[config.mk]
export PLATFORM = sky130hd
export DESIGN_NAME = hbridge_control_registers
export DESIGN_NICKNAME = d
export VERILOG_FILES = /design/src/rtl/hbridge_pkg.sv /design/src/rtl/hbridge_retry_timer.sv /design/src/rtl/hbridge_control_registers.sv
export VERILOG_INCLUDE_DIRS = /design/src /design/src/rtl
export SDC_FILE = /design/constraint.sdc
export NUM_CORES = 1
export LEC_CHECK = 0
export ABC_AREA = 1
export BUFFER_PORTS_ARGS = -buffer_cell sky130_fd_sc_hd__clkbuf_2
export CAP_MARGIN = 20
export CORE_MARGIN = 2
export CORE_UTILIZATION = 50
export CTS_BUF_LIST = sky130_fd_sc_hd__clkbuf_8
export DETAILED_ROUTE_END_ITERATION = 8
export PLACE_DENSITY = 0.7
export SYNTH_ARGS = -nofsm -noshare
export SYNTH_HDL_FRONTEND = slang
export SYNTH_HIERARCHICAL = 1
export SYNTH_SLANG_ARGS = --single-unit
[constraint.sdc]
create_clock -name i_mclk -period 6.75 [get_ports i_mclk]
set_input_delay 2.025 -clock i_mclk [delete_from_list [all_inputs] [get_ports i_mclk]]
set_output_delay 2.025 -clock i_mclk [all_outputs]
set_load 0.01 [all_outputs]
[src/rtl/hbridge_params.svh]
`ifndef HBRIDGE_PARAMS_SVH
`define HBRIDGE_PARAMS_SVH

// register addresses
`define ADDR_FAULT_STATUS      6'h00
`define ADDR_DRIVE_CONFIG      6'h02
`define ADDR_PROTECTION_CONFIG 6'h03
`define ADDR_BRIDGE_COMMAND    6'h04

// reset values
`define RST_DRIVE_CONFIG       8'h51
`define RST_PROTECTION_CONFIG  8'h0C
`define RST_BRIDGE_COMMAND     8'h40

// field positions
`define FLD_SERIAL_INPUT       5
`define FLD_TRIP_REPORT        7
`define FLD_THERMAL_RECOVERY   6
`define FLD_WARNING_REPORT     5
`define FLD_PUMP_UV_DISABLE    4
`define FLD_CLEAR_FAULTS       7
`define FLD_HALF_ONE_OFF       3
`define FLD_HALF_TWO_OFF       2
`define FLD_SOFT_ONE           1
`define FLD_SOFT_TWO           0
`define FLD_GLOBAL_FAULT       6

// lock key codes
`define KEY_LOCK               3'h3
`define KEY_UNLOCK             3'h4

// retry wait times in microseconds and clock rate
`define RETRY_US_0             500
`define RETRY_US_1             1000
`define RETRY_US_2             2000
`define RETRY_US_3             4000
`define CLK_MHZ                25

`endif

[src/rtl/hbridge_pkg.sv]
package hbridge_pkg;

   typedef enum logic [1:0] {
      MODE_PHASE_ENABLE,
      MODE_PWM,
      MODE_INDEPENDENT,
      MODE_HIZ
   } bridge_mode_t;

   typedef enum logic [1:0] {
      OCR_LATCH,
      OCR_RETRY,
      OCR_REPORT,
      OCR_IGNORE
   } oc_response_t;

   typedef struct packed {
      logic         off_time_hi;
      logic         off_time_lo;
      logic         serial_input;
      logic [2:0]   slew_select;
      bridge_mode_t mode;
   } drive_config_t;

   typedef struct packed {
      logic         trip_report_enable;
      logic         thermal_recovery_select;
      logic         warning_report_enable;
      logic         pump_undervoltage_disable;
      logic [1:0]   overcurrent_retry_time;
      oc_response_t overcurrent_response;
   } protection_config_t;

   typedef struct packed {
      logic         overcurrent;
      logic         overtemp;
      logic         overheat_warning;
      logic         pump_undervoltage;
      logic         current_trip_event;
   } fault_events_t;

endpackage : hbridge_pkg

[src/rtl/hbridge_retry_timer.sv]
`timescale 1ns/1ps
`include "hbridge_params.svh"

// counts the overcurrent retry wait and pulses when it expires
module hbridge_retry_timer
   import hbridge_pkg::*;
#(
   parameter int unsigned CLK_MHZ = `CLK_MHZ
) (
   input  wire logic       i_clk,     // system clock
   input  wire logic       i_rst_n,   // synchronised reset
   input  wire logic       i_start,   // start a wait
   input  wire logic [1:0] i_sel,     // wait select
   output logic            o_busy,    // waiting
   output logic            o_done     // wait over pulse
);
   localparam int unsigned CYC0 = `RETRY_US_0 * CLK_MHZ;
   localparam int unsigned CYC1 = `RETRY_US_1 * CLK_MHZ;
   localparam int unsigned CYC2 = `RETRY_US_2 * CLK_MHZ;
   localparam int unsigned CYC3 = `RETRY_US_3 * CLK_MHZ;

   logic [16:0] count_r;
   logic [16:0] limit;

   always_comb begin
      case (i_sel)
         2'h0:    limit = 17'(CYC0);
         2'h1:    limit = 17'(CYC1);
         2'h2:    limit = 17'(CYC2);
         default: limit = 17'(CYC3);
      endcase
   end

   always_ff @(posedge i_clk or negedge i_rst_n) begin
      if (!i_rst_n) begin
         count_r <= 17'h00000;
         o_busy  <= 1'b0;
         o_done  <= 1'b0;
      end else begin
         o_done <= 1'b0;
         if (i_start && !o_busy) begin
            o_busy  <= 1'b1;
            count_r <= limit - 17'h00001;
         end else if (o_busy) begin
            if (count_r == 17'h00000) begin
               o_busy <= 1'b0;
               o_done <= 1'b1;
            end else begin
               count_r <= count_r - 17'h00001;
            end
         end
      end
   end
endmodule : hbridge_retry_timer

[src/rtl/hbridge_control_registers.sv]
// Notes on behaviour
// - serial select picks soft bits over pins
// - slew select field, reset code 100b
// - mode field; 11b holds bridge high-impedance
// - trip events reported only when enabled
// - overtemp latched or auto-recovers per bit
// - overheat warning raises alarm only when enabled; status bit shows it always
// - pump undervoltage fault disable bit
// - retry wait 0.5, 1, 2, 4 ms
// - overcurrent latch, retry, report, or ignore
// - clear faults bit self-clears after write
// - key 011b locks drive config, 100b unlocks
// - half bridge off bits in independent mode
// - soft bits replace input pins
// - global fault bit mirrors alarm pin
`timescale 1ns/1ps
`include "hbridge_params.svh"

module hbridge_control_registers
   import hbridge_pkg::*;
(
   input  wire logic          i_mclk,         // 25 MHz clock
   input  wire logic          i_reset_n,      // async reset, active low
   input  wire logic          i_wr_en,        // register write strobe
   input  wire logic          i_rd_en,        // register read strobe
   input  wire logic [5:0]    i_addr,         // register address
   input  wire logic [7:0]    i_wdata,        // write data
   output logic      [7:0]    o_rdata,        // read data
   input  wire logic [1:0]    i_input_pins,   // external input pins
   input  wire fault_events_t i_events,       // raw protection conditions (pins)
   output logic      [1:0]    o_gate_in,      // bridge control inputs
   output logic      [1:0]    o_half_hiz,     // per half bridge high-z
   output bridge_mode_t       o_mode,         // interface mode
   output logic      [2:0]    o_slew_select,  // slew rate code
   output logic      [1:0]    o_off_time,     // off time select
   output logic               o_alarm_output_n// fault pin, active low
);
   logic          rst_s1_r, rst_n_r;
   logic [1:0]    pins_s1_r, pins_r;
   fault_events_t ev_s1_r, ev_r;

   always_ff @(posedge i_mclk or negedge i_reset_n) begin
      if (!i_reset_n) begin
         rst_s1_r <= 1'b0;
         rst_n_r  <= 1'b0;
      end else begin
         rst_s1_r <= 1'b1;
         rst_n_r  <= rst_s1_r;
      end
   end

   always_ff @(posedge i_mclk or negedge rst_n_r) begin
      if (!rst_n_r) begin
         pins_s1_r <= 2'h0;
         pins_r    <= 2'h0;
         ev_s1_r   <= '0;
         ev_r      <= '0;
      end else begin
         pins_s1_r <= i_input_pins;
         pins_r    <= pins_s1_r;
         ev_s1_r   <= i_events;
         ev_r      <= ev_s1_r;
      end
   end

   drive_config_t      drive_r;
   protection_config_t prot_r;
   logic [2:0]         key_r;
   logic               one_off_r, two_off_r, soft_one_r, soft_two_r;
   logic               clear_r;
   logic               locked;

   assign locked = (key_r == `KEY_LOCK);

   always_ff @(posedge i_mclk or negedge rst_n_r) begin
      if (!rst_n_r) begin
         drive_r <= drive_config_t'(`RST_DRIVE_CONFIG);
      end else if (i_wr_en && i_addr == `ADDR_DRIVE_CONFIG && !locked) begin
         drive_r <= drive_config_t'(i_wdata);
      end
   end

   always_ff @(posedge i_mclk or negedge rst_n_r) begin
      if (!rst_n_r) begin
         prot_r <= protection_config_t'(`RST_PROTECTION_CONFIG);
      end else if (i_wr_en && i_addr == `ADDR_PROTECTION_CONFIG) begin
         prot_r <= protection_config_t'(i_wdata);
      end
   end

   always_ff @(posedge i_mclk or negedge rst_n_r) begin
      if (!rst_n_r) begin
         key_r      <= 3'(`RST_BRIDGE_COMMAND >> 4);
         one_off_r  <= 1'b0;
         two_off_r  <= 1'b0;
         soft_one_r <= 1'b0;
         soft_two_r <= 1'b0;
         clear_r    <= 1'b0;
      end else begin
         clear_r <= 1'b0;
         if (i_wr_en && i_addr == `ADDR_BRIDGE_COMMAND) begin
            clear_r    <= i_wdata[`FLD_CLEAR_FAULTS];
            if (i_wdata[6:4] == `KEY_LOCK || i_wdata[6:4] == `KEY_UNLOCK) begin
               key_r <= i_wdata[6:4];
            end
            one_off_r  <= i_wdata[`FLD_HALF_ONE_OFF];
            two_off_r  <= i_wdata[`FLD_HALF_TWO_OFF];
            soft_one_r <= i_wdata[`FLD_SOFT_ONE];
            soft_two_r <= i_wdata[`FLD_SOFT_TWO];
         end
      end
   end

   // protection handling
   logic oc_latch_r, ot_latch_r, uv_latch_r, oc_hold_r;
   logic retry_busy, retry_done;
   logic oc_shut, ot_shut, fault_any;

   hbridge_retry_timer u_retry (
      .i_clk   (i_mclk),
      .i_rst_n (rst_n_r),
      .i_start (ev_r.overcurrent && prot_r.overcurrent_response == OCR_RETRY),
      .i_sel   (prot_r.overcurrent_retry_time),
      .o_busy  (retry_busy),
      .o_done  (retry_done)
   );

   always_ff @(posedge i_mclk or negedge rst_n_r) begin
      if (!rst_n_r) begin
         oc_latch_r <= 1'b0;
         oc_hold_r  <= 1'b0;
      end else begin
         if (ev_r.overcurrent && prot_r.overcurrent_response == OCR_LATCH) begin
            oc_latch_r <= 1'b1;
         end else if (clear_r) begin
            oc_latch_r <= 1'b0;
         end
         if (ev_r.overcurrent && prot_r.overcurrent_response == OCR_RETRY) begin
            oc_hold_r <= 1'b1;
         end else if (retry_done || prot_r.overcurrent_response != OCR_RETRY) begin
            oc_hold_r <= 1'b0;
         end
      end
   end

   always_ff @(posedge i_mclk or negedge rst_n_r) begin
      if (!rst_n_r) begin
         ot_latch_r <= 1'b0;
         uv_latch_r <= 1'b0;
      end else begin
         if (ev_r.overtemp) begin
            ot_latch_r <= 1'b1;
         end else if (clear_r || prot_r.thermal_recovery_select) begin
            ot_latch_r <= 1'b0;
         end
         uv_latch_r <= ev_r.pump_undervoltage && !prot_r.pump_undervoltage_disable;
      end
   end

   assign oc_shut = oc_latch_r || oc_hold_r || retry_busy;
   assign ot_shut = ot_latch_r;
   assign fault_any = oc_shut || ot_shut || uv_latch_r
                    || (ev_r.overcurrent && prot_r.overcurrent_response == OCR_REPORT)
                    || (ev_r.current_trip_event && prot_r.trip_report_enable)
                    || (ev_r.overheat_warning && prot_r.warning_report_enable);

   // output stage
   logic [1:0] gate_src;
   assign gate_src = drive_r.serial_input ? {soft_one_r, soft_two_r} : pins_r;

   always_ff @(posedge i_mclk or negedge rst_n_r) begin
      if (!rst_n_r) begin
         o_gate_in        <= 2'h0;
         o_half_hiz       <= 2'h3;
         o_mode           <= MODE_PWM;
         o_slew_select    <= 3'h4;
         o_off_time       <= 2'h1;
         o_alarm_output_n <= 1'b1;
      end else begin
         o_gate_in     <= gate_src;
         o_mode        <= drive_r.mode;
         o_slew_select <= drive_r.slew_select;
         o_off_time    <= {drive_r.off_time_hi, drive_r.off_time_lo};
         if (drive_r.mode == MODE_HIZ || oc_shut || ot_shut || uv_latch_r) begin
            o_half_hiz <= 2'h3;
         end else if (drive_r.mode == MODE_INDEPENDENT) begin
            o_half_hiz <= {two_off_r, one_off_r};
         end else begin
            o_half_hiz <= 2'h0;
         end
         o_alarm_output_n <= !fault_any;
      end
   end

   // read path
   always_ff @(posedge i_mclk or negedge rst_n_r) begin
      if (!rst_n_r) begin
         o_rdata <= 8'h00;
      end else if (i_rd_en) begin
         case (i_addr)
            `ADDR_FAULT_STATUS: begin
               o_rdata <= {1'b0, !o_alarm_output_n, ev_r.overheat_warning, 1'b0,
                           uv_latch_r, oc_latch_r | oc_hold_r, ot_latch_r, 1'b0};
            end
            `ADDR_DRIVE_CONFIG:      o_rdata <= drive_r;
            `ADDR_PROTECTION_CONFIG: o_rdata <= prot_r;
            `ADDR_BRIDGE_COMMAND: begin
               o_rdata <= {1'b0, key_r, one_off_r, two_off_r, soft_one_r, soft_two_r};
            end
            default:                 o_rdata <= 8'h00;
         endcase
      end
   end
endmodule : hbridge_control_registers

======== After elaboration in Yosys (flattened, before gate mapping) ========
Cells that the tools add are included.
cells by class
  bitwise operators ....................... 1
  eq/ne operators ......................... 14
  mux-type cells .......................... 21
  reduce and logical (&&, ||, !) cells .... 39
  $add $sub $neg .......................... 2
operator list
  operator                                              count
  two-way mux 17 bit                                    3
  case mux 17 bit (3 select lines)                      1
  subtractor 17 x 1 -> 17 bit (second input constant)   2
  case mux 8 bit (4 select lines)                       1
  zero test 17 bit                                      1
  logical OR 1 bit                                      13
  two-way mux 1 bit                                     13
  equality test 6 x 2 -> 1 bit (second input constant)  2
  logical AND 1 bit                                     11
  equality test 2 bit (second input constant)           4
  nonzero test 2 bit                                    4
  equality test 3 x 2 -> 1 bit (second input constant)  2
  equality test 6 x 3 -> 1 bit (second input constant)  1
  zero test 6 bit                                       1
  two-way mux 2 bit                                     3
  zero test 1 bit                                       5
  equality test 2 x 1 -> 1 bit (second input constant)  2
  zero test 2 bit                                       2
  != test 2 x 1 -> 1 bit (second input constant)        2
  AND reduction 2 bit                                   2
  equality test 3 bit (second input constant)           1
  bitwise OR 1 bit                                      1
word-level totals
  input port bits ......................... 25
  register bits ........................... 83
  output and inout bits ................... 20
  word-level logic and storage cells ...... 122

======== Longest topological paths before layout ========
  word-level depth ........................ 8
  mapped depth ............................ 16
  depth with buffers taken out ............ 15

======== Cells and area by module ========
The synthesis kept the hierarchy.
by module, submodules not included
  module                     cells an instance  area an instance (sq um)  sequential area each (sq um)  times used
  hbridge_control_registers  265                2593.7                    1616.6                        1
  hbridge_retry_timer        232                1605.3                    475.5                         1

======== Worst setup path after synthesis ========
No wires, ideal clock.
  kind .................................... input port to flip-flop
  from .................................... input i_addr[3]
  to ...................................... register drive_r[2] in the netlist's numbering
  setup time .............................. 0.119 ns
  buffers on the path ..................... 1
  setup slack ............................. 3.862 ns
  stages .................................. 7
  required time ........................... 6.631 ns
  data arrival time ....................... 2.769 ns
  cell sequence ........................... nor2_2 nand2_1 inv_2 nand4_4 buf_6 nand2_2 o21ai_2
between the ends
  cells in the longest elaborated chain, start to end .. 3
ends and longest elaborated chain
  element                             RTL line                         source
  start: declaration                  hbridge_control_registers.sv:26  input wire logic [5:0] i_addr,
  equality test 6 x 2 -> 1 bit        n/a
  logical AND 1 bit (no source line)  n/a
  logical AND 1 bit                   hbridge_control_registers.sv:78  end else if (i_wr_en && i_addr == `ADDR_DRIVE_CONFIG && !locked) begin
  end signal: assignment              hbridge_control_registers.sv:77  drive_r <= drive_config_t'(`RST_DRIVE_CONFIG);
  end signal: assignment              hbridge_control_registers.sv:79  drive_r <= drive_config_t'(i_wdata);
  end: declaration                    hbridge_control_registers.sv:66  drive_config_t drive_r;
No other way between the ends.
A chain may end at the register's enable or synchronous reset.

======== Worst setup path in the final report ========
  from .................................... register o_alarm_output_n
  to ...................................... output o_alarm_output_n
RTL lines
  element                   RTL line                          source
  start: declaration        hbridge_control_registers.sv:36   output logic o_alarm_output_n
  start signal: assignment  hbridge_control_registers.sv:191  o_alarm_output_n <= !fault_any;
No word-level cell between the ends.

==> impl_results.md <==
- Status: complete, no violations
- Internal: 0.893 mW
- Worst path required time: 4720 ps
- CP Cell Sequence: clkbuf_2
- Hold Buf Count CTS: 0
- CP Max Fanout: 2
- MaxCap Viol Count: 0
- Antenna diode instance count: 0
- Synth Net Count: 528
- Synth area leader: dfrtp_1
- CP bufs+invs: 1
- Vias in the first global route: 3266
- # rows: 33
- Synth Area in XOR/XNOR: 0.00626
- Seq/Total Area, Yosys: 0.498
- DRC viols: 0
- Dominant combinational cell family by area after synthesis: simple AND/OR/NAND/NOR gates
- Initial Util: 0.514
- Ports: 45
- Bufs on Longest Clock Path: 2
- Family with the most delay on the worst path: flip-flops
- Final Cell Area: 4700 sq um
- Full die area: 9150 sq um
- CP max stage cell: dfstp_2
- Core Footprint: 8180 sq um
- Finished Layout Cells: 657
- Placer congestion estimate: 0.874
- Count of cell types in the netlist: 38
- Clk slew on worst S/H paths: 100 ps
- Pre-Repair DR Iteration Count: 6
- Final hold violations: 0
- Post-Syn Instances: 497
- # resized after CTS: 0
- Commonest register cell after synthesis: dfrtp_1
- Post-CTS setup buffer count: 0
- Largest net degree at the start of global routing: 82
- Mapped cell area: 4200 sq um
- Area contributors post-synth: dfrtp_1 42%, nand2_1 13%, dfstp_2 7.5%
- Die width: 95.6 um
- Post-synthesis register bit count: 83
- Initial antenna violation count: 0
- Clock root buffer: clkbuf_8
- Via count: 3275
- CTS Buf Count: 9
- Vias per cell: 4.98
- Routed Antenna Nets: 0
- Fmax: 329 MHz
- Die height: 95.6 um
- Total routed wirelength: 8840 um
- Setup TNS: 0 ps
- CP startpoint kind: flip-flop
- GRT Total Usage: 0.220
- Overall power: 1.48 mW
- Mux contribution to synthesized area: 0
- Synth Area in Simple Gates: 0.334
- Critical Path AT: 1020 ps
- Ys Warns: 6
- Pre-CTS WS: 3590 ps
- Final setup fails: 0
- Nets@finish: 578
- Filler cell count: 742
- Sw Ratio: 0.396
- Clock Latency Late Sink: 350 ps
- Share of layout cells above drive strength 1: 0.255
- Hpwl dp: 6570 um
- 1st-iter DRT viols: 155
- Total power divided by cell area: 315 nW/um^2
- Grt ovf: 0
- Final Util: 0.575
- WL/cell: 13.5 um
- WHS: 153 ps
- Wire length of the first global-routing pass: 15300 um
- Port buffer count: 44
- H-tree levels: 3
- Post-place instance area: 4490 sq um
- P_sw: 0.586 mW
- Syn Area/Cell: 8.45 sq um
- Fin crit period: 3040 ps
- Combinational group share of total power: 0.338
- Post-synth EDFFs: 0
- Worst setup EP type: primary output
- Synthesis-to-layout area growth: 11.9%
- Post-synth top area share: 0.423
- Clock Sink Count: 83
- Sequential share of power: 0.436
- CP peak stage delay: 550 ps
- Crit path kind: reg -> out
- Synth Area in Adders: 0.0179
- Placed cells: 640
- Period utilization: 0.451
- Compound-Gate Fraction of Synth Area: 0.0709
- Worst vdd ir: 0.117 mV
- P_leak: 2.44 nW
- CTS tree: built
- Ys async rst share: 1.00
- Min-Delay Path Class: reg -> async
- Clock share of power: 0.226
- Final Skew: 14.3 ps
- Worst Setup Slack, final: 3710 ps
- RSZ-0062 raised after global routing: no
- Max Transition Viols Final: 0
flip-flops by register name (all words and copies together) (netlist names), 2 cells and up:
register and count:
u_retry/count_r 17, o_mode 2, o_rdata 8, ev_s1_r 5, o_gate_in 2, ev_r 5, key_r 3, drive_r 8
o_half_hiz 2, pins_r 2, pins_s1_r 2, o_off_time 2, prot_r 8, o_slew_select 3
synth_stat cells, types with 2 or more instances:
master and n:
nand2_1 150, dfrtp_1 71, nor2_1 57, inv_1 54
nand3_1 31, o21ai_2 17, o21ai_0 15, dfstp_2 12
nor2_2 11, nand2_2 9, nand2_4 9, inv_2 8
ha_1 6, nor2_4 5, nor3_1 5, a21oi_1 4
nand4_1 4, o21ai_1 3, buf_2 2, buf_6 2
nand3_4 2, nand4_4 2, o211ai_1 2, xor2_1 2
cells by family after synthesis:
family	Yosys count
DFF	83
buffers and inverters	69
and+or+nand+nor	291
adders and majority gates	6
other	1
xor gates and xnor gates	3
AOI/OAI and AO/OA	44
per-layer routing:
metal	routed length, um	GRT usage	vias to the layer above
li1	-	-	1658
met1	4270	0.313	1532
met5	0	0	-
met2	4060	0.336	74
met3	351	0.0387	11
met4	159	0.0845	0
layout by cell type, fill, tap and decap left out, types with 2 or more instances in the layout:
cell          n
clkinvlp_4    3
inv_2         8
nand4_1       4
nand3_4       2
o211ai_1      2
nand4_4       2
nor2_4        5
nor2_1       57
ha_1          6
nand2_4       9
clkbuf_2     44
clkbuf_8      9
nand2_1     150
dfstp_2      12
o21ai_2      17
nand3_1      31
inv_1        54
dfrtp_1      70
nor2_2       11
inv_6         2
nand2_2       9
nor3_1        5
o21ai_0      15
xor2_1        2
a21oi_1       4
o21ai_1       3
final cells by class:
class / count / area [sq um] / area share
sequential: 83 / 2100 / 0.446
multi-input combinational: 345 / 1800 / 0.384
timing repair buffer: 45 / 248 / 0.0527
inverter: 63 / 236 / 0.0503
tap: 105 / 131 / 0.0280
clock buffer: 9 / 124 / 0.0264
clock inverter: 7 / 60.1 / 0.0128
power by group through the flow:
stage	clock network, mW	registers (mW)	logic (mW)
after floorplan	0	0.647	0.392
after CTS	0.345	0.653	0.491
after global routing	0.368	0.655	0.576
after global placement	0	0.660	0.479
after detailed placement	0	0.662	0.488
final	0.335	0.645	0.500
final timing paths:
check / start / endpoint / slack, ps / depth (start not counted)
worst max-delay path: o_alarm_output_n$_DFF_PN1_ / o_alarm_output_n / 3710 / 1
max in group asynchronous: i_reset_n / rst_n_r$_DFF_PN0_ / 5200 / 1
min in group i_mclk: ev_s1_r[2]$_DFF_PN0_ / ev_r[2]$_DFF_PN0_ / 350 / 0
worst min-delay path: rst_n_r$_DFF_PN0_ / u_retry/count_r[8]$_DFFE_PN0P_ / 150 / 0
worst max register to register: prot_r[1]$_DFFE_PN0P_ / u_retry/count_r[14]$_DFFE_PN0P_ / 4270 / 15
worst min register to register: rst_n_r$_DFF_PN0_ / u_retry/count_r[8]$_DFFE_PN0P_ / 150 / 0
worst register-to-register path, cell delays in order (launching register included):
cell     delay, ps
dfrtp_1        410
inv_1          130
nand3_1        100
inv_1          200
nand2_4        230
nand2_4        150
ha_1           160
nand3_1        160
inv_1          140
nand2_1         60
nor2_1         250
nand3_1        110
nand2_1         80
nand2_1         70
nand2_1         60
nand2_1         60
No activity file was read; power rests on OpenSTA's default activity.
